## src/hw/dacimx_pkg.sv

```systemverilog
// Package with constants and carrier types for the DAC input front end
package dacimx_pkg;
    // ------------------------------------------------------------
    // Widths
    // ------------------------------------------------------------
    localparam int unsigned DATA_W = 8;
    localparam int unsigned SEG_N = 7;
    localparam int unsigned BIT_N = 5;
    localparam int unsigned MSB_N = 3;
    localparam int unsigned LVL_W = 8;
    localparam int unsigned PIN_W = 2 * DATA_W + 2;

    // ------------------------------------------------------------
    // Current weights in units of 1/256 of full scale
    // ------------------------------------------------------------
    localparam logic [LVL_W-1:0] SEG_WEIGHT = 8'h20;
    // Blanking current in tenths of a percent of full scale
    localparam logic [9:0] BLANK_PERMILLE = 10'h068;

    // ------------------------------------------------------------
    // Register map (byte addresses) and fields
    // ------------------------------------------------------------
    localparam logic [7:0] ADDR_CTRL = 8'h00;
    localparam logic [7:0] ADDR_STATUS = 8'h04;
    localparam logic [7:0] ADDR_COUNT = 8'h08;
    localparam int unsigned CTRL_EN_BIT = 0;
    localparam int unsigned CTRL_DIV_LSB = 8;
    localparam logic [31:0] CTRL_RESET = 32'h0000_0001;
    localparam logic [31:0] CTRL_MASK = 32'h0000_FF01;
    localparam logic [1:0] RESP_OKAY = 2'h0;
    localparam logic [1:0] RESP_SLVERR = 2'h2;

    // ------------------------------------------------------------
    // Carrier types
    // ------------------------------------------------------------
    typedef struct packed {
        logic blank;
        logic [DATA_W-1:0] data;
    } dacimx_master_t;

    typedef struct packed {
        logic blank;
        logic [SEG_N-1:0] seg;
        logic [BIT_N-1:0] bits;
    } dacimx_switch_t;

    typedef struct packed {
        logic word_select;
        logic blank_req;
        logic [DATA_W-1:0] word_a_n;
        logic [DATA_W-1:0] word_b_n;
    } dacimx_pins_t;
endpackage : dacimx_pkg

```

## src/hw/dacimx_core.sv

```systemverilog
// DAC digital front end: word mux, blanking, latches, encoder, bus slave
//
// Function
// - Word select high passes the primary word, low the secondary.
// - Blank request low leaves the selected word alone steering switches.
// - Blank request high forces all data bits and blank bit high.
// - Blank request is sampled only while word select is high.
// - Falling word select captures blank state and holds it until high.
// - Select held low keeps a captured blank forever.
// - Data inputs are complemented; larger value drives output negative.
// - Eight data bits and blank bit register in a nine-bit master.
// - Top three master bits become a seven-line thermometer code.
// - Five low bits and blank bit pass unencoded, only delayed.
// - Thermometer lines and six delayed bits re-register in slave.
// - Slave updates on each conversion edge, moving the output.
// - Each thermometer line steers one eighth of full scale.
// - Five low bits steer binary weights from one sixteenth downward.
// - Blank bit steers a separate current of about 10.4 percent.
module dacimx_core
    import dacimx_pkg::*;
(
    // Clock and reset
    input wire logic aclk,
    input wire logic aresetn,
    // Converter pins; data words in complemented polarity, select and blank true-high
    input wire logic [DATA_W-1:0] word_a_n,
    input wire logic [DATA_W-1:0] word_b_n,
    input wire logic word_select,
    input wire logic blank_req,
    // Switch controls and summed level
    output dacimx_switch_t switch_ff,
    output logic [LVL_W-1:0] level_ff,
    output logic [9:0] blank_permille,
    // AXI4-Lite write address
    input wire logic [7:0] s_axi_awaddr,
    input wire logic s_axi_awvalid,
    output logic s_axi_awready,
    // AXI4-Lite write data
    input wire logic [31:0] s_axi_wdata,
    input wire logic [3:0] s_axi_wstrb,
    input wire logic s_axi_wvalid,
    output logic s_axi_wready,
    // AXI4-Lite write response
    output logic [1:0] s_axi_bresp,
    output logic s_axi_bvalid,
    input wire logic s_axi_bready,
    // AXI4-Lite read address
    input wire logic [7:0] s_axi_araddr,
    input wire logic s_axi_arvalid,
    output logic s_axi_arready,
    // AXI4-Lite read data
    output logic [31:0] s_axi_rdata,
    output logic [1:0] s_axi_rresp,
    output logic s_axi_rvalid,
    input wire logic s_axi_rready
);
    // ------------------------------------------------------------
    // Declarations
    // ------------------------------------------------------------
    dacimx_pins_t pins_meta_ff;
    dacimx_pins_t pins_sync_ff;
    dacimx_pins_t pins_raw;
    dacimx_master_t master_ff;
    dacimx_master_t nxt_master;
    dacimx_switch_t nxt_switch;
    logic blank_hold_ff;
    logic blank_eff;
    logic [DATA_W-1:0] code_a;
    logic [DATA_W-1:0] code_b;
    logic [DATA_W-1:0] code_sel;
    logic [SEG_N-1:0] therm;
    logic [7:0] div_cnt_ff;
    logic [7:0] div_val;
    logic conv_en;
    logic tick;
    logic [31:0] ctrl_ff;
    logic [31:0] count_ff;
    logic aw_got_ff;
    logic w_got_ff;
    logic [7:0] awaddr_ff;
    logic [31:0] wdata_ff;
    logic [3:0] wstrb_ff;
    logic [1:0] bresp_ff;
    logic bvalid_ff;
    logic rvalid_ff;
    logic [31:0] rdata_ff;
    logic [1:0] rresp_ff;
    logic aw_take;
    logic w_take;
    logic wr_do;
    logic ar_take;
    logic [7:0] wr_addr;
    logic [31:0] wr_data;
    logic [3:0] wr_strb;
    logic [31:0] ctrl_wmask;
    logic [31:0] nxt_ctrl;
    logic wr_ctrl;
    logic wr_hit;
    logic [31:0] status_word;
    logic [31:0] rd_word;
    logic rd_hit;

    // ------------------------------------------------------------
    // Pin synchronisers
    // ------------------------------------------------------------
    assign pins_raw = '{word_select: word_select, blank_req: blank_req,
                        word_a_n: word_a_n, word_b_n: word_b_n};

    // Two flip-flops on every pin
    always_ff @(posedge aclk) begin
        if (!aresetn) begin
            pins_meta_ff <= '0;
            pins_sync_ff <= '0;
        end else begin
            pins_meta_ff <= pins_raw;
            pins_sync_ff <= pins_meta_ff;
        end
    end

    // ------------------------------------------------------------
    // Conversion rate divider
    // ------------------------------------------------------------
    assign div_val = ctrl_ff[CTRL_DIV_LSB +: 8];
    assign conv_en = ctrl_ff[CTRL_EN_BIT];
    assign tick = conv_en && (div_cnt_ff >= div_val);

    // Counts aclk cycles between conversion edges
    always_ff @(posedge aclk) begin
        if (!aresetn || !conv_en || tick) begin
            div_cnt_ff <= '0;
        end else begin
            div_cnt_ff <= div_cnt_ff + 8'h01;
        end
    end

    // ------------------------------------------------------------
    // Word multiplexer and blanking logic
    // ------------------------------------------------------------
    assign code_a = ~pins_sync_ff.word_a_n;
    assign code_b = ~pins_sync_ff.word_b_n;
    assign code_sel = pins_sync_ff.word_select ? code_a : code_b;
    // Blank follows the pin only with the primary word selected
    assign blank_eff = pins_sync_ff.word_select ? pins_sync_ff.blank_req
                                                : blank_hold_ff;
    // Blank forces every bit high, otherwise data pass untouched
    assign nxt_master = '{blank: blank_eff,
                          data: code_sel | {DATA_W{blank_eff}}};

    // Held blank state is refreshed only while primary is selected
    always_ff @(posedge aclk) begin
        if (!aresetn) begin
            blank_hold_ff <= 1'b0;
        end else if (tick) begin
            blank_hold_ff <= blank_eff;
        end
    end

    // Nine-bit master latch
    always_ff @(posedge aclk) begin
        if (!aresetn) begin
            master_ff <= '0;
        end else if (tick) begin
            master_ff <= nxt_master;
        end
    end

    // ------------------------------------------------------------
    // Encoder and slave latch
    // ------------------------------------------------------------
    dacimx_thermo u_thermo (
        .bin(master_ff.data[DATA_W-1 -: MSB_N]),
        .therm(therm)
    );

    assign nxt_switch = '{blank: master_ff.blank, seg: therm,
                          bits: master_ff.data[BIT_N-1:0]};

    // Slave latch updates on the next conversion edge
    always_ff @(posedge aclk) begin
        if (!aresetn) begin
            switch_ff <= '0;
        end else if (tick) begin
            switch_ff <= nxt_switch;
        end
    end

    // Weighted current level of the switch controls
    dacimx_weight u_weight (
        .aclk(aclk),
        .aresetn(aresetn),
        .sw(switch_ff),
        .level_ff(level_ff)
    );

    assign blank_permille = BLANK_PERMILLE;

    // Conversion counter for software
    always_ff @(posedge aclk) begin
        if (!aresetn) begin
            count_ff <= '0;
        end else if (tick) begin
            count_ff <= count_ff + 32'h0000_0001;
        end
    end

    // ------------------------------------------------------------
    // AXI4-Lite write path
    // ------------------------------------------------------------
    assign s_axi_awready = !aw_got_ff && !bvalid_ff;
    assign s_axi_wready = !w_got_ff && !bvalid_ff;
    assign aw_take = s_axi_awvalid && s_axi_awready;
    assign w_take = s_axi_wvalid && s_axi_wready;
    assign wr_do = (aw_take || aw_got_ff) && (w_take || w_got_ff);
    assign wr_addr = aw_got_ff ? awaddr_ff : s_axi_awaddr;
    assign wr_data = w_got_ff ? wdata_ff : s_axi_wdata;
    assign wr_strb = w_got_ff ? wstrb_ff : s_axi_wstrb;
    assign wr_ctrl = wr_do && (wr_addr == ADDR_CTRL);
    assign wr_hit = wr_ctrl || (wr_addr == ADDR_STATUS)
        || (wr_addr == ADDR_COUNT);
    assign ctrl_wmask = {{8{wr_strb[3]}}, {8{wr_strb[2]}},
                         {8{wr_strb[1]}}, {8{wr_strb[0]}}} & CTRL_MASK;
    assign nxt_ctrl = (ctrl_ff & ~ctrl_wmask) | (wr_data & ctrl_wmask);

    // Address and data may arrive in either order
    always_ff @(posedge aclk) begin
        if (!aresetn || wr_do) begin
            aw_got_ff <= 1'b0;
            w_got_ff <= 1'b0;
        end else begin
            aw_got_ff <= aw_got_ff || aw_take;
            w_got_ff <= w_got_ff || w_take;
        end
    end

    // Captured write payload
    always_ff @(posedge aclk) begin
        if (aw_take) begin
            awaddr_ff <= s_axi_awaddr;
        end
        if (w_take) begin
            wdata_ff <= s_axi_wdata;
            wstrb_ff <= s_axi_wstrb;
        end
    end

    // Control register
    always_ff @(posedge aclk) begin
        if (!aresetn) begin
            ctrl_ff <= CTRL_RESET;
        end else if (wr_ctrl) begin
            ctrl_ff <= nxt_ctrl;
        end
    end

    // Write response, held until taken
    always_ff @(posedge aclk) begin
        if (!aresetn) begin
            bvalid_ff <= 1'b0;
            bresp_ff <= RESP_OKAY;
        end else if (wr_do) begin
            bvalid_ff <= 1'b1;
            bresp_ff <= wr_hit ? RESP_OKAY : RESP_SLVERR;
        end else if (s_axi_bready) begin
            bvalid_ff <= 1'b0;
        end
    end

    assign s_axi_bvalid = bvalid_ff;
    assign s_axi_bresp = bresp_ff;

    // ------------------------------------------------------------
    // AXI4-Lite read path
    // ------------------------------------------------------------
    assign status_word = {18'h0, blank_hold_ff, switch_ff};
    assign s_axi_arready = !rvalid_ff;
    assign ar_take = s_axi_arvalid && s_axi_arready;
    assign rd_hit = (s_axi_araddr == ADDR_CTRL)
        || (s_axi_araddr == ADDR_STATUS) || (s_axi_araddr == ADDR_COUNT);
    assign rd_word = (s_axi_araddr == ADDR_CTRL) ? ctrl_ff
        : (s_axi_araddr == ADDR_STATUS) ? status_word
        : (s_axi_araddr == ADDR_COUNT) ? count_ff : 32'h0000_0000;

    // Read data, held until taken
    always_ff @(posedge aclk) begin
        if (!aresetn) begin
            rvalid_ff <= 1'b0;
            rdata_ff <= '0;
            rresp_ff <= RESP_OKAY;
        end else if (ar_take) begin
            rvalid_ff <= 1'b1;
            rdata_ff <= rd_word;
            rresp_ff <= rd_hit ? RESP_OKAY : RESP_SLVERR;
        end else if (s_axi_rready) begin
            rvalid_ff <= 1'b0;
        end
    end

    assign s_axi_rvalid = rvalid_ff;
    assign s_axi_rdata = rdata_ff;
    assign s_axi_rresp = rresp_ff;

    // ------------------------------------------------------------
    // Assertions
    // ------------------------------------------------------------
    // Reset is in the antecedent too: on the edge that releases reset the
    // latches are still being cleared, so no load can be expected there
    mux_primary_a: assert property (@(posedge aclk) disable iff (!aresetn)
        aresetn && tick && pins_sync_ff.word_select && !blank_eff
        |=> master_ff.data == ~$past(pins_sync_ff.word_a_n))
        else $error("primary word not latched");

    mux_secondary_a: assert property (@(posedge aclk) disable iff (!aresetn)
        aresetn && tick && !pins_sync_ff.word_select && !blank_eff
        |=> master_ff.data == ~$past(pins_sync_ff.word_b_n))
        else $error("secondary word not latched");

    blank_force_a: assert property (@(posedge aclk) disable iff (!aresetn)
        aresetn && tick && pins_sync_ff.word_select && pins_sync_ff.blank_req
        |=> master_ff == 9'h1FF)
        else $error("blank did not force all bits high");

    blank_hold_a: assert property (@(posedge aclk) disable iff (!aresetn)
        !pins_sync_ff.word_select ##1 !pins_sync_ff.word_select
        |-> $stable(blank_hold_ff))
        else $error("held blank changed while secondary selected");

    blank_lock_a: assert property (@(posedge aclk) disable iff (!aresetn)
        tick && !pins_sync_ff.word_select && blank_hold_ff
        |=> master_ff.blank)
        else $error("captured blank was lost");

    thermo_count_a: assert property (@(posedge aclk) disable iff (!aresetn)
        tick |=> $countones(switch_ff.seg)
            == $past(master_ff.data[DATA_W-1 -: MSB_N]))
        else $error("thermometer count wrong");

    low_delay_a: assert property (@(posedge aclk) disable iff (!aresetn)
        tick |=> switch_ff.bits == $past(master_ff.data[BIT_N-1:0])
            && switch_ff.blank == $past(master_ff.blank))
        else $error("low bits not delayed into slave");

    slave_stable_a: assert property (@(posedge aclk) disable iff (!aresetn)
        !tick |=> $stable(switch_ff))
        else $error("slave changed without conversion edge");

    level_sum_a: assert property (@(posedge aclk) disable iff (!aresetn)
        1'b1 |=> level_ff == LVL_W'($countones($past(switch_ff.seg))
            * SEG_WEIGHT + $past(switch_ff.bits)))
        else $error("weighted level wrong");

    bresp_hold_a: assert property (@(posedge aclk) disable iff (!aresetn)
        s_axi_bvalid && !s_axi_bready |=> s_axi_bvalid)
        else $error("write response dropped early");
endmodule : dacimx_core

```

## src/hw/dacimx_thermo.sv

```systemverilog
// Binary to seven-line thermometer encoder
module dacimx_thermo
    import dacimx_pkg::*;
(
    // Binary code
    input wire logic [MSB_N-1:0] bin,
    // Thermometer lines
    output logic [SEG_N-1:0] therm
);
    // ------------------------------------------------------------
    // Line i is set when the code exceeds i, filling from line 0
    // ------------------------------------------------------------
    for (genvar i = 0; i < SEG_N; i++) begin : g_line
        assign therm[i] = ({1'b0, bin} > 4'(i));
    end
endmodule : dacimx_thermo

```

## src/hw/dacimx_weight.sv

```systemverilog
// Weighted current sum of the switch controls
module dacimx_weight
    import dacimx_pkg::*;
(
    // Clock and reset
    input wire logic aclk,
    input wire logic aresetn,
    // Switch controls
    input wire dacimx_switch_t sw,
    // Summed level in 1/256 of full scale, blanking excluded
    output logic [LVL_W-1:0] level_ff
);
    logic [LVL_W-1:0] nxt_level;
    logic [2:0] seg_cnt;

    // ------------------------------------------------------------
    // Each segment is 1/8, bits weigh 1/16 down to lower powers
    // ------------------------------------------------------------
    assign seg_cnt = 3'($countones(sw.seg));
    assign nxt_level = LVL_W'(seg_cnt * SEG_WEIGHT)
        + LVL_W'(sw.bits);

    // Registered level
    always_ff @(posedge aclk) begin
        if (!aresetn) begin
            level_ff <= '0;
        end else begin
            level_ff <= nxt_level;
        end
    end
endmodule : dacimx_weight

```

## config.mk

```make
export PLATFORM = sky130hd
export DESIGN_NAME = dacimx_core
export DESIGN_NICKNAME = d
export VERILOG_FILES = /design/src/hw/dacimx_pkg.sv /design/src/hw/dacimx_core.sv /design/src/hw/dacimx_thermo.sv /design/src/hw/dacimx_weight.sv
export SDC_FILE = /design/constraint.sdc
export NUM_CORES = 1
export LEC_CHECK = 0
export BUFFER_PORTS_ARGS = -buffer_cell sky130_fd_sc_hd__buf_2
export CAP_MARGIN = 40
export CORE_MARGIN = 10
export CORE_UTILIZATION = 28
export DETAILED_ROUTE_END_ITERATION = 6
export PLACE_DENSITY = 0.54
export SYNTH_ARGS = -nofsm -noshare
export SYNTH_HDL_FRONTEND = slang
export SYNTH_SLANG_ARGS = --single-unit
```

## constraint.sdc

```tcl
create_clock -name aclk -period 2.31 [get_ports aclk]
set_clock_uncertainty 0.15 [all_clocks]
set_input_delay 0.462 -clock aclk [delete_from_list [all_inputs] [get_ports aclk]]
set_output_delay 0.462 -clock aclk [all_outputs]
set_load 0.005 [all_outputs]
```

==> results.toml <==
[status]
outcome = "complete, no violations"

[grt]
grt_antenna_before_repair = 1
grt_start_max_net_pins = 56
grt_pass1_wl_mm = 29.3
overflow = 0
grt_use_total_pct = 11.0
grt_pass1_vias = 5448

[sta]
setup_viol = 0
max_freq_mhz = 434
relSlewSlack_pct = 55.8
hold_ws_ns = 0.0521
slew_viol_final = 0
period_needed_ns = 2.31
worst_pin_slew_ns = 0.659
rsz0062_at_grt = "true"
fin_crit_sh_pct = 99.8
hold_viol = 0

[place]
port_buffers = 111
dp_hpwl_mm = 12.9
dp.cells = 1195
gp_congestion = 0.773

[synthesis]
synth_edf_count = 19
seq_area_frac_synth_pct = 50.8
yosysWarningCount = 0
synthFlopType = "dfxtp_1"
syn-cell-area_um2 = 7150
syn_avg_cell_area_um2 = 9.47
ys_types = 59
ys_ff_latch = 172
syn_inst = 755
synth_async_sr_flop_share_pct = 0

[clocking]
cts_sinks = 172
clock-root-buffer = "clkbuf_16"
postCtsHoldBufs = 0
cts.clk_slew.worst_paths_ns = 0.07
worst_skew_pair.late_latency_ns = 0.44
cts_buffer_depth = 2
tritoncts = "yes"
cts_made_buffers = 17
htreeDepth = 4

[min_path]
hold_path.class = "primary input to flip-flop"
min_delay_path_depth = 2
min-delay-start = "s_axi_rready"
whs_endpoint = "s_axi_rvalid"

[finish]
n_antenna_cell = 0
final_cells = 1234
fill_cells = 2542
area_growth_pct = 27.8
mostFrequentLayoutCells = "146 x dfxtp_1, 111 x buf_2, 70 x nor2_1"
drive_gt1_share_pct = 29.1
final_nets = 985
final_common_cell = "dfxtp_1"
final_core_util_pct = 36.3

[setup_path]
worstPathArrival_ns = 2.52
cp.buffers_inverters = 4
path_delay_family = "simple AND/OR/NAND/NOR gates"
worstSetupPathType = "flip-flop to flip-flop"
cpPeakStageDelay_ns = 0.48
rr_endpoint = "count_ff[6]"
worstSetupStartpointType = "flip-flop"
r2r_slack_ns = 0.004
cp_max_fo = 9
critPathMostFrequentCell = "buf_6"
r2r-start = "div_cnt_ff[0]"
required_ns = 2.53
crit_slowest_cell = "or4_4"
path_cells = "inv_2 -> ha_4 -> nand2b_4 -> a2111o_1 -> a32oi_4 -> buf_4 -> buf_6 -> buf_6 -> or4_4 -> a21oi_2"
cp-end-kind = "flip-flop"
r2r_cells = 10

[floorplan]
ios = 149
fp.dieW_um = 180
row_count = 58
chipHeight_um = 180
die_area_um2 = 32300
start_util_pct = 28.4
coreArea_um2 = 25200

[flow_run]
maxCapViolCount = 0

[route]
drt.antenna.violating_nets = 0
wirelength_mm = 18.0
avgRoutedWirePerCell_um = 14.6
viasPerCell = 4.54
drtIter0Drc = 356
first_pass_iters = 5
route.detailed.drc = 0
vias = 5599

[power]
power_density_nw_per_um2 = 716
p_leak_nw = 3.63
peakVddDrop_mv = 0.378
timing repair:
item	CTS	global route
pin swaps	14	18
cloned	1	1
endpoints found under the setup margin	41	51
gates resized for setup	24	40
setup buffers	2	5
cells in the mapped netlist (all sizes together), types with 16 or more instances:
library cell | count | share of area [%]
a211oi | 19 | 2.1
a21oi | 56 | 3.9
a22oi | 24 | 2.5
and2 | 48 | 4.2
buf | 28 | 2.6
clkbuf | 33 | 1.9
dfxtp | 153 | 43
edfxtp | 19 | 8.0
inv | 31 | 1.6
mux2i | 23 | 3.2
nand2 | 41 | 2.2
nand3 | 21 | 1.7
nor2 | 71 | 3.7
nor3 | 28 | 2.0
o21ai | 23 | 1.6
o31ai | 16 | 1.7
or4 | 16 | 1.7
report_power, final:
part	switching (W)	internal [W]
Clock	0.00133	0.00153
Combinational	0.000267	0.000210
Sequential	0.0000612	0.00314
per-layer routing:
layer | track usage, % | up-vias | part of all wire, %
met5 | 0 | - | 0
met4 | 2.75 | 0 | 0.92
met3 | 3.55 | 14 | 5.1
met2 | 17.8 | 101 | 48
met1 | 13.7 | 2558 | 46
li1 | - | 2926 | -
metrics by stage:
stage / power (W) / cell area [µm²] / setup slack, ns / setup TNS (ns)
3_5_place_dp: 0.00374 / 8290 / -0.0833 / -1.56
4_1_cts: 0.00665 / 8980 / -0.0144 / -0.0228
2_1_floorplan: 0.00354 / 7190 / 0.00612 / 0
6_report: 0.00654 / 9140 / 0.00359 / 0
5_1_grt: 0.00683 / 9140 / -0.0962 / -1.88
3_3_place_gp: 0.00373 / 8290 / -0.0448 / -0.730
flip-flops by register name (all words and copies together) (netlist names), named ones only:
register and flops:
wstrb_ff 2, w_got_ff 1, div_cnt_ff 8, u_weight.level_ff 8, s_axi_rvalid 1, s_axi_bresp 1, s_axi_rdata 32, pins_sync_ff 18
count_ff 32, wdata_ff 9, switch_ff 13, master_ff 9, s_axi_rresp 1, s_axi_bvalid 1, aw_got_ff 1, awaddr_ff 8
pins_meta_ff 18
worst max path at each step:
| stage | start | to | slack, ns | depth (start not counted) |
|---|---|---|---|---|
| after floorplan | div_cnt_ff[0] | switch_ff[10] | 0.006 | 9 |
| after global placement | div_cnt_ff[0] | master_ff[0] | -0.04 | 9 |
| after detailed placement | flip-flop | count_ff[23] | -0.08 | 9 |
| after CTS | flip-flop | count_ff[6] | -0.01 | 10 |
| after global routing | div_cnt_ff[0] | count_ff[12] | -0.1 | 10 |
| final | div_cnt_ff[0] | count_ff[6] | 0.004 | 10 |
area by class of cell:
cell class	instances	area (µm²)	share of cell area (%)
sequential	172	3640	39.8
multi-input combinational	500	3290	36.0
timing repair buffer	169	1100	12.0
clock buffer	18	429	4.69
tap	330	413	4.52
clock inverter	14	153	1.67
inverter	31	116	1.27
kinds of logic (layout without fill, tap and decap cells):
group	Yosys count	after routing	synth area share [%]
AOI/OAI and AO/OA	157	157	13.9
xor gates and xnor gates	8	8	0.980
adders and majority gates	17	17	3.29
buffers and inverters	93	232	6.26
DFF	172	172	50.8
muxes	23	23	3.22
other	2	12	0.105
and+or+nand+nor	283	283	21.5
No activity file was read; power rests on OpenSTA's default activity.
